===== config.mk =====
export PLATFORM = sky130hd
export DESIGN_NAME = xti_tx_port
export DESIGN_NICKNAME = d
export VERILOG_FILES = /design/src/xti_pkg.sv /design/src/xti_tx_port.sv
export SDC_FILE = /design/constraint.sdc
export NUM_CORES = 1
export LEC_CHECK = 0
export BUFFER_PORTS_ARGS = -buffer_cell sky130_fd_sc_hd__buf_2
export CAP_MARGIN = 15
export CORE_MARGIN = 2
export CORE_UTILIZATION = 57
export CTS_CLUSTER_DIAMETER = 50
export DETAILED_ROUTE_END_ITERATION = 12
export HOLD_SLACK_MARGIN = 0.08
export PLACE_DENSITY = 0.86
export SLEW_MARGIN = 20
export SYNTH_ARGS = -nofsm -noshare
export SYNTH_HDL_FRONTEND = slang
export SYNTH_SLANG_ARGS = --single-unit

===== constraint.sdc =====
create_clock -name mclk_i -period 10.3 [get_ports mclk_i]
set_input_delay 2.575 -clock mclk_i [delete_from_list [all_inputs] [get_ports mclk_i]]
set_output_delay 2.575 -clock mclk_i [all_outputs]
set_load 0.01 [all_outputs]

===== src/xti_pkg.sv =====
// Package of constants for the parallel transmit input port.
package xti_pkg;
  localparam int LANES      = 4;
  localparam int BYTE_W     = 8;
  localparam int SYM_W      = 10;
  localparam int SYNC_DEPTH = 2;
  localparam int BIT_NINTH  = 8;
  localparam int BIT_TENTH  = 9;
  localparam int WORD_W     = LANES * BYTE_W;
  localparam int CLK_PERIOD_NS = 50;
  localparam logic [1:0] EDGE_RISE = 2'h1;
  localparam logic [1:0] EDGE_FALL = 2'h2;
endpackage : xti_pkg


===== src/xti_tx_port.sv =====
// Four-lane double-data-rate transmit input port with lane assembly and code-mode steering.
`timescale 1ns/1ns
// How it works
// (RULE1) Lane A byte is captured on both rising and falling lane A clock edges.
// (RULE2) Coding off: lane ninth bit becomes raw symbol bit eight, passed unencoded.
// (RULE3) Coding on: high lane A ninth bit flags its byte as a K character.
// (RULE4) Lane A tenth bit is raw symbol bit nine when coding off, else ignored.
// (RULE5) Lane sync low: lanes B to D capture on both edges of own clocks.
// (RULE6) Lane sync high: lanes B to D capture on lane A clock edges.
// (RULE7) Lanes B to D ninth bit: K flag when coding on, raw bit eight otherwise.
// (RULE8) Lanes B to D tenth bit: raw bit nine when coding off, else ignored.
// (RULE9) Coding enable high selects encoder path; low selects raw 10-bit symbol path.
// (RULE10) Chip reset low recenters capture state and clears all held outputs.
// (RULE11) Captured lanes assemble into one word A,B,C,D with flags 0 to 3.
module xti_tx_port (
  // Clock and reset
  input  wire logic                                mclk_i,
  input  wire logic                                rst_b_i,
  // Mode pins
  input  wire logic                                coding_enable_i,
  input  wire logic                                lane_sync_select_i,
  // Transmit lanes, index 0 to 3 is lane A to D
  input  wire logic [xti_pkg::LANES-1:0]           lane_tx_clock_i,
  input  wire logic [xti_pkg::LANES*xti_pkg::SYM_W-1:0] lane_tx_sym_i,
  // Assembled coded-path word
  output logic [xti_pkg::WORD_W-1:0]               tx_word_o,
  output logic [xti_pkg::LANES-1:0]                control_char_flag_o,
  // Raw symbol path
  output logic [xti_pkg::LANES*xti_pkg::SYM_W-1:0] raw_sym_o,
  // Qualifiers
  output logic                                     encode_sel_o,
  output logic [xti_pkg::LANES-1:0]                lane_valid_o
);
  import xti_pkg::*;

  // ----------------------------------------
  // Local sizes and limits
  // ----------------------------------------
  // Every pin except rst_b_i, the mode pins included, passes one shared two-stage synchroniser,
  // so mode, clock and data that are seen together were also sampled together.
  // The lane clocks are oversampled by mclk: their half period must stay above two
  // mclk periods, and lane data must hold still for a few mclk cycles around each edge.
  // A capture shows at the outputs three mclk edges after the pin edge, give or take one.
  localparam int PIN_W     = LANES * SYM_W + LANES + 2;
  localparam int CLK_LSB   = LANES * SYM_W;
  localparam int LANE_SYNC_SELECT_POS = PIN_W - 2;
  localparam int CODE_POS  = PIN_W - 1;

  // ----------------------------------------
  // Helper functions
  // ----------------------------------------
  // Returns which edge, if any, a sampled clock shows.
  function automatic logic [1:0] xti_edge(input logic cur, input logic prev);
    xti_edge = {prev & ~cur, cur & ~prev};
  endfunction : xti_edge

  // Picks the data byte of one lane out of the packed symbol vector.
  function automatic logic [BYTE_W-1:0] xti_byte(input logic [LANES*SYM_W-1:0] sym, input int lane);
    xti_byte = sym[lane*SYM_W +: BYTE_W];
  endfunction : xti_byte

  // Picks the ninth bit of one lane: the control flag, or raw symbol bit eight.
  function automatic logic xti_ninth(input logic [LANES*SYM_W-1:0] sym, input int lane);
    xti_ninth = sym[lane*SYM_W + BIT_NINTH];
  endfunction : xti_ninth

  // Picks the whole ten-bit symbol of one lane.
  function automatic logic [SYM_W-1:0] xti_sym(input logic [LANES*SYM_W-1:0] sym, input int lane);
    xti_sym = sym[lane*SYM_W +: SYM_W];
  endfunction : xti_sym

  // ----------------------------------------
  // Reset synchroniser
  // ----------------------------------------
  // Reset takes effect at once but is let go on mclk, so no flop leaves reset near an edge.
  logic [1:0] rst_sync_r;
  logic [1:0] rst_sync_nxt;
  logic       rst_n;

  always_comb begin
    rst_sync_nxt = {rst_sync_r[0], 1'b1};
  end

  always_ff @(posedge mclk_i or negedge rst_b_i) begin
    if (!rst_b_i) begin
      rst_sync_r <= 2'h0;
    end else begin
      rst_sync_r <= rst_sync_nxt;
    end
  end

  assign rst_n = rst_sync_r[1];

  // ----------------------------------------
  // Input synchronisers
  // ----------------------------------------
  logic [PIN_W-1:0] meta_r;
  logic [PIN_W-1:0] meta_nxt;
  logic [PIN_W-1:0] sync_r;
  logic [PIN_W-1:0] sync_nxt;
  logic [LANES-1:0] clk_prev_r;
  logic [LANES-1:0] clk_prev_nxt;

  // The third stage on the clocks only remembers the last level for edge finding.
  always_comb begin
    meta_nxt     = {coding_enable_i, lane_sync_select_i, lane_tx_clock_i, lane_tx_sym_i};
    sync_nxt     = meta_r;
    clk_prev_nxt = sync_r[CLK_LSB +: LANES];
  end

  always_ff @(posedge mclk_i or negedge rst_n) begin
    if (!rst_n) begin // see (RULE10)
      meta_r     <= '0;
      sync_r     <= '0;
      clk_prev_r <= '0;
    end else begin
      meta_r     <= meta_nxt;
      sync_r     <= sync_nxt;
      clk_prev_r <= clk_prev_nxt;
    end
  end

  // Synchronised views of the pins.
  logic                   code_s;
  logic                   lane_sync_select_s;
  logic [LANES-1:0]       clk_s;
  logic [LANES*SYM_W-1:0] sym_s;

  assign code_s  = sync_r[CODE_POS];
  assign lane_sync_select_s = sync_r[LANE_SYNC_SELECT_POS];
  assign clk_s   = sync_r[CLK_LSB +: LANES];
  assign sym_s   = sync_r[CLK_LSB-1:0];

  // ----------------------------------------
  // Edge detection and lane clock steering
  // ----------------------------------------
  // Lane A always follows its own clock; lanes B to D follow it too when lane sync is high.
  logic [LANES-1:0] capture;

  genvar g;
  generate
    for (g = 0; g < LANES; g++) begin : g_lane
      logic [1:0] edg;

      always_comb begin
        if (g == 0 || lane_sync_select_s) begin // see (RULE6)
          edg = xti_edge(clk_s[0], clk_prev_r[0]); // see (RULE1)
        end else begin
          edg = xti_edge(clk_s[g], clk_prev_r[g]); // see (RULE5)
        end
        capture[g] = (edg == EDGE_RISE) || (edg == EDGE_FALL);
      end
    end
  endgenerate

  // ----------------------------------------
  // Coded path: byte and control flag per lane
  // ----------------------------------------
  // The tenth bit is dropped here on purpose: in coded mode it carries no meaning.
  logic [WORD_W-1:0] word_r, word_nxt;
  logic [LANES-1:0]  kflag_r, kflag_nxt;

  always_comb begin
    word_nxt  = word_r;
    kflag_nxt = kflag_r;
    for (int i = 0; i < LANES; i++) begin
      if (capture[i] && code_s) begin // see (RULE9)
        word_nxt[i*BYTE_W +: BYTE_W] = xti_byte(sym_s, i); // see (RULE11) see (RULE4) see (RULE8)
        kflag_nxt[i]                 = xti_ninth(sym_s, i); // see (RULE3) see (RULE7)
      end
    end
  end

  always_ff @(posedge mclk_i or negedge rst_n) begin
    if (!rst_n) begin // see (RULE10)
      word_r  <= '0;
      kflag_r <= '0;
    end else begin
      word_r  <= word_nxt;
      kflag_r <= kflag_nxt;
    end
  end

  // ----------------------------------------
  // Raw path: whole ten-bit symbols
  // ----------------------------------------
  // A mode flip leaves the path not in use holding its last value, never half updated.
  logic [LANES*SYM_W-1:0] raw_r, raw_nxt;

  always_comb begin
    raw_nxt = raw_r;
    for (int i = 0; i < LANES; i++) begin
      if (capture[i] && !code_s) begin // see (RULE9)
        raw_nxt[i*SYM_W +: SYM_W] = xti_sym(sym_s, i); // see (RULE2) see (RULE4) see (RULE7) see (RULE8)
      end
    end
  end

  always_ff @(posedge mclk_i or negedge rst_n) begin
    if (!rst_n) begin // see (RULE10)
      raw_r <= '0;
    end else begin
      raw_r <= raw_nxt;
    end
  end

  // ----------------------------------------
  // Qualifiers
  // ----------------------------------------
  logic             enc_r, enc_nxt;
  logic [LANES-1:0] valid_r, valid_nxt;

  always_comb begin
    enc_nxt   = code_s; // see (RULE9)
    valid_nxt = capture;
  end

  always_ff @(posedge mclk_i or negedge rst_n) begin
    if (!rst_n) begin // see (RULE10)
      enc_r   <= 1'b0;
      valid_r <= '0;
    end else begin
      enc_r   <= enc_nxt;
      valid_r <= valid_nxt;
    end
  end

  // ----------------------------------------
  // Outputs
  // ----------------------------------------
  assign tx_word_o           = word_r;
  assign control_char_flag_o = kflag_r;
  assign raw_sym_o           = raw_r;
  assign encode_sel_o        = enc_r;
  assign lane_valid_o        = valid_r;
endmodule : xti_tx_port


==> reports/summary.txt, run 1 <==
status -> finished clean
crit end category -> output pin
Hold Buf Count CTS -> 0
RSZ-0062 raised after global routing -> no
minimum clock period -> 3.63 ns
placement-stage cell area -> 6440 um2
Post-CTS Setup Inserts -> 0
Max H-tree Level -> 4
most common cell after layout, fill and taps aside -> dfrtp_1
FF-to-FF setup slack -> 8.00 ns
Die Width -> 103 um
Crit path depth -> 1
Yosys reg bits -> 179
Cell Pwr Density -> 244 nW/um2
CP startpoint -> raw_sym_o[0]$_DFFE_PN0P_
share of layout cells above drive strength 1 -> 55.4%
relative slew slack -> 40.8%
unique cell type count in the Yosys netlist -> 18
Post-Synthesis Cells -> 283
die area -> 10700 um2
Remaining Overflow, GRT -> 0
Fillers -> 612
design area -> 7050 um2
Initial Util -> 58.1%
Total Routing Usage GR -> 18.4%
final worst slack -> 6.67 ns
antenna violations before repair -> 0
Max Slew Vio Count -> 0
Netlist Area Pre-Place -> 5630 um2
clk root buf -> clkbuf_8
Critical R2R Capture -> meta_r[14]$_DFF_PN0_
CTS clock-pin slew for the worst setup and hold paths -> 0.07 ns
Leak -> 3.29 nW
sequence of cells on the critical path -> buf_2
number of global-route vias before repair -> 2924
DR WL/cell -> 15.8 um
CP max FO -> 2
drt drc -> 0
Clock Sinks -> 179
WP data arrival -> 1.05 ns
Hold Vio Cnt, Final -> 0
Post-DP HPWL -> 6060 um
Critical Path Sink -> raw_sym_o[0]
hold path start -> meta_r[25]$_DFF_PN0_
post-DR vias/cell -> 4.76
Mean Syn Cell Area -> 19.9 um2
dpl ws -> 7.21 ns
yosys warns -> 0
slowest stage delay, CP -> 0.39 ns
CTS resizes -> 0
Port Buffers -> 128
Setup TNS Final -> 0 ns
Num CTS Buffers -> 17
gpl congestion -> 0.717
Pre-antenna DRT Iters -> 4
commonest cells after routing, fill and taps aside -> dfrtp_1 (178), buf_2 (128), mux2_2 (74)
largest net degree at the start of global routing -> 64
Setup violations, final -> 0
Site Rows -> 36
initial detailed-routing violation count -> 83
Slew @ Worst Pin -> 0.886 ns
clk_lat worst skew -> 0.51 ns
TritonCTS clock tree -> yes
WP buf/inv -> 1
max cap viols -> 0
n_diodes -> 0
Max stage delay cell, worst path -> dfrtp_1
die height -> 103 um
critical setup path kind -> flip-flop to output pin
boundary pin count -> 129
core region area -> 9680 um2
Req. time, crit path -> 7.73 ns
R2R depth -> 2
Worst Clk Skew -> 0.00985 ns
Bufs on Longest Clock Path -> 2
Setup crit start kind -> flip-flop
Area growth syn-to-layout -> 25.3%
Post-Syn Nets -> 333
Hold Crit Class -> flip-flop to flip-flop
FF-to-FF Start -> rst_sync_r[1]$_DFF_PN0_
Max Fclk -> 276 MHz
DRT antenna net count -> 0
Max VDD drop -> 171 uV
first-pass GRT wire length -> 14300 um
final net count -> 479
Tcrit/Tclk final -> 35.2%
CP delay by family, top -> flip-flops
Total Routed Length -> 9070 um
sequential-to-total area share from yosys stat -> 79.6%
DR vias -> 2739
==> logic make-up after synthesis <==
| family | Yosys count | synth area share (%) |
|---|---|---|
| DFF | 179 | 79.6 |
| muxes | 79 | 15.7 |
| AOI/OAI and AO/OA | 6 | 2.13 |
| and+or+nand+nor | 6 | 0.622 |
| buffers and inverters | 6 | 0.489 |
| xor gates and xnor gates | 4 | 0.956 |
| adders and majority gates | 2 | 0.444 |
| other | 1 | 0.0666 |
==> how the worst min path moves through the flow <==
stage | end | slack (ns) | cells after the start
2_1_floorplan | rst_sync_r[1]$_DFF_PN0_ | 0.33 | 0
3_3_place_gp | sync_r[39]$_DFF_PN0_ | 0.33 | 0
3_5_place_dp | sync_r[0]$_DFF_PN0_ | 0.33 | 0
4_1_cts | sync_r[25]$_DFF_PN0_ | 0.35 | 0
5_1_grt | sync_r[3]$_DFF_PN0_ | 0.35 | 0
6_report | sync_r[25]$_DFF_PN0_ | 0.35 | 0
==> through the flow <==
step / power, mW / utilization [%] / hold slack (ns) / cells
2_1_floorplan: 0.979 / - / 0.331 / 283
3_3_place_gp: 1.08 / 66.5 / 0.331 / 543
3_5_place_dp: 1.09 / 66.5 / 0.335 / 543
4_1_cts: 1.74 / 72.8 / 0.349 / 575
5_1_grt: 1.81 / 72.8 / 0.354 / 575
6_report: 1.72 / 72.8 / 0.348 / 575
==> power by group <==
part | leakage, nW | internal, mW | switching (mW)
registers | 2.09 | 0.794 | 0.0469
clock network | 0.296 | 0.387 | 0.263
logic | 0.900 | 0.119 | 0.112
total | 3.29 | 1.30 | 0.422
==> routing by layer <==
metal	vias to the layer above	track usage, %	share of wire (%)
met4	0	7.79	1.9
met2	83	29.3	51
met3	16	6.72	5.5
met5	-	0	0
met1	1375	23.1	41
li1	1265	-	-
==> layout make-up <==
cell class	instances	area [um2]	area share (%)
clock buffer	19	442	6.26
inverter	3	11.3	0.160
clock inverter	13	171	2.43
tap	133	166	2.36
sequential	179	4480	63.6
timing repair buffer	130	656	9.30
multi-input combinational	98	1120	15.9
==> cells in the mapped netlist (all sizes together) <==
| cell | count | area, um2 |
|---|---|---|
| or2 | 1 | 6.26 |
| nand2b | 2 | 12.5 |
| buf | 2 | 12.5 |
| clkbuf | 1 | 3.75 |
| nand2 | 1 | 3.75 |
| nor2 | 1 | 6.26 |
| inv | 3 | 11.3 |
| dfrtp | 179 | 4480 |
| mux2i | 3 | 30.0 |
| ha | 2 | 25.0 |
| xnor2 | 4 | 53.8 |
| conb | 1 | 3.75 |
| o22ai | 6 | 120 |
| mux2 | 76 | 856 |
| nor2b | 1 | 6.26 |
==> state kept, by name, summed over array words and instances, names as in the netlist <==
register,flops
clk_prev_r,4
control_char_flag_o,4
encode_sel_o,1
lane_valid_o,4
meta_r,46
raw_sym_o,40
rst_sync_r,2
sync_r,46
tx_word_o,32
(Power assumes the default switching activity.)
==> run 2, diff against run 1 <==
Settings changed: ABC_AREA set to 1, CORE_UTILIZATION 57 to 53, PLACE_DENSITY 0.86 to 0.8.
Clock period 10.3 ns to 3.4 ns, I/O delays scaled along.
==> run 2 against run 1 <==
Clock power rose to 3.0 times the previous value. Wire length up 22%. Clock skew rose by 0.0042 ns. Via count up 33%. Hold slack got worse by 0.25 ns. Cell count grew 26%. Non-clock buffer count rose by 2. Final area increased by 1.0%. Clock-buffer cell count is 1 lower. Highest routed layer unchanged.
==> reports/summary.txt, run 2 <==
Remaining Overflow, GRT -> 0 (unchanged)
Netlist Area Pre-Place -> 5800 um2 (+2.9%)
TritonCTS clock tree -> yes
met3 Usage GRT -> 5.79% (-0.93 points)
minimum clock period -> 2.11 ns
placement-stage cell area -> 6530 um2 (+1.3%)
total power -> 5.08 mW (+190%)
Port Buffers -> 128 (unchanged)
final worst slack -> 1.29 ns (-5.38 ns)
Initial Util -> 53.9% (-4.2 points)
Num CTS Buffers -> 17 (unchanged)
antenna violations before repair -> 0 (unchanged)
first-pass GRT wire length -> 17700 um (+24%)
gpl congestion -> 0.776 (+8.1%)
Post-DP HPWL -> 7210 um (+19%)
Slew @ Worst Pin -> 1.08 ns (+0.191 ns)
Hold Crit Class -> input port to asynchronous set/reset pin
die area -> 11800 um2 (+10%)
largest net degree at the start of global routing -> 72 (+13%)
count leader, synth -> dfrtp_1
n_diodes -> 0 (unchanged)
boundary pin count -> 129 (unchanged)
R2R depth -> 4 (+2)
most used routing layer -> met2
sequential-to-total area share from yosys stat -> 77.3% (-2.3 points)
Non-Filler Instances -> 725 (+26%)
post-DR vias/cell -> 5.03 (+5.7%)
Synth area leader -> dfrtp_1
Hold Vio Cnt, Final -> 0 (unchanged)
Post-CTS Setup Inserts -> 0 (unchanged)
Die Width -> 109 um (+5.0%)
clk_lat worst skew -> 0.52 ns (about the same)
Max Fclk -> 474 MHz
core region area -> 10700 um2 (+11%)
CP max FO -> 12 (+10)
Tcrit/Tclk final -> 62.0%
DR vias -> 3650 (+33%)
M2 GR Usage -> 33.3% (+4.0 points)
DR WL/cell -> 15.2 um (-3.5%)
Pre-antenna DRT Iters -> 4 (unchanged)
met1 usage -> 25.7% (+2.6 points)
Yosys reg bits -> 179 (unchanged)
unique cell type count in the Yosys netlist -> 22 (+4)
Post-synth top cells -> dfrtp_1 (179), nand2_1 (129), nand3_1 (44)
status -> finished clean
WP data arrival -> 2.51 ns (+1.46 ns)
CTS clock-pin slew for the worst setup and hold paths -> 0.07 ns (about the same)
Max VDD drop -> 434 uV (+150%)
Synth top area share -> 77.3% (-2.3 points)
Site Rows -> 38 (+5.6%)
die height -> 109 um (+5.0%)
Setup crit start kind -> flip-flop
Worst Clk Skew -> 0.0140 ns (+0.00417 ns)
Hold Buf Count CTS -> 0 (unchanged)
Placed Instances -> 693 (+28%)
Post-Synthesis Cells -> 438 (+55%)
share of async-settable or async-resettable flops after synthesis -> 100% (unchanged)
Max Slew Vio Count -> 0 (unchanged)
yosys warns -> 0 (unchanged)
Max H-tree Level -> 4 (unchanged)
most common cell after layout, fill and taps aside -> dfrtp_1
Leak -> 3.69 nW (+12%)
Bufs on Longest Clock Path -> 2 (unchanged)
number of global-route vias before repair -> 3666 (+25%)
Setup violations, final -> 0 (unchanged)
max cap viols -> 0 (unchanged)
Setup TNS Final -> 0 ns (unchanged)
RSZ-0062 raised after global routing -> no
crit end category -> flip-flop
Post-Syn Nets -> 488 (+47%)
dominant cells by area after synthesis -> dfrtp_1 (77%), nand2_1 (8.4%), nand3_1 (3.8%)
relative slew slack -> 27.9% (-13 points)
drt drc -> 0 (unchanged)
CTS resizes -> 0 (unchanged)
Req. time, crit path -> 3.80 ns (-3.93 ns)
dpl ws -> 1.28 ns (-5.92 ns)
design area -> 7130 um2 (+1.0%)
DRT antenna net count -> 0 (unchanged)
ys flop type -> dfrtp_1
final net count -> 622 (+30%)
final core utilization -> 66.3% (-6.5 points)
Mean Syn Cell Area -> 13.2 um2 (-33%)
Clock Sinks -> 179 (unchanged)
share of layout cells above drive strength 1 -> 32.5% (-23 points)
Hold WS -> 0.0993 ns (-0.249 ns)
initial detailed-routing violation count -> 165 (+99%)
Total Routed Length -> 11000 um (+22%)
Total Routing Usage GR -> 20.2% (+1.7 points)
commonest cells after routing, fill and taps aside -> dfrtp_1 (178), nand2_1 (129), buf_2 (128)
Area growth syn-to-layout -> 23.0%
Post-synth EDFFs -> 0 (unchanged)
Cell Pwr Density -> 713 nW/um2 (+190%)
clk root buf -> clkbuf_8
critical setup path kind -> flip-flop to flip-flop
run 2: changes by cell type in the layout (fill, tap and decap cells not counted), sizes merged, moves of 2 or more:
cell and delta:
a21oi +2, buf +2, inv +9, mux2 -61
mux2i -3, nand2 +135, nand2b -2, nand3 +46
nand4 +21, nor2 +2, o21ai +3, o22ai -6
xnor2 -4
run 2: path summary, 6_finish.rpt:
path                                               from                                  to  slack [ns]
worst max-delay path               sync_r[40]$_DFF_PN0_            raw_sym_o[3]$_DFFE_PN0P_        1.29
worst min-delay path                            rst_b_i             rst_sync_r[1]$_DFF_PN0_         0.1
worst max register to register     sync_r[40]$_DFF_PN0_            raw_sym_o[3]$_DFFE_PN0P_        1.29
worst min register to register     meta_r[11]$_DFF_PN0_                sync_r[11]$_DFF_PN0_        0.35
max in group asynchronous       rst_sync_r[1]$_DFF_PN0_  control_char_flag_o[2]$_DFFE_PN0P_        1.95
min in group mclk_i                meta_r[11]$_DFF_PN0_                sync_r[11]$_DFF_PN0_        0.35
run 2: critical path, stage by stage (launching register included):
cell and delay [ns]:
dfrtp_1 0.37, inv_1 0.05, ha_1 0.32, nor2_1 0.82
mux2_2 0.42
run 2: report_power, final:
part           internal [mW]  switching (mW)
sequential              2.37           0.144
combinational          0.247           0.358
clock                   1.15           0.808
run 2: layout make-up:
type / instances / area, um2
sequential: 179 / 4480
clock buffer: 18 / 428
fill: 797 / 3620
timing repair buffer: 132 / 683
inverter: 12 / 45.0
multi-input combinational: 230 / 1140
clock inverter: 14 / 173
tap: 140 / 175
run 2: layer usage:
layer / vias up / routed length, um
li1: 1686 / -
met1: 1830 / 4500
met2: 122 / 5720
met3: 12 / 691
met4: 0 / 129
met5: - / 0
run 2: cell families after synthesis:
| kind of cell | count (synthesis) | synth area share [%] |
|---|---|---|
| fa+ha+maj | 2 | 0.432 |
| buf+inv | 29 | 3.04 |
| other cells | 1 | 0.0647 |
| compound gates | 5 | 0.432 |
| mux | 15 | 2.91 |
| simple gates | 207 | 15.8 |
| flops | 179 | 77.3 |
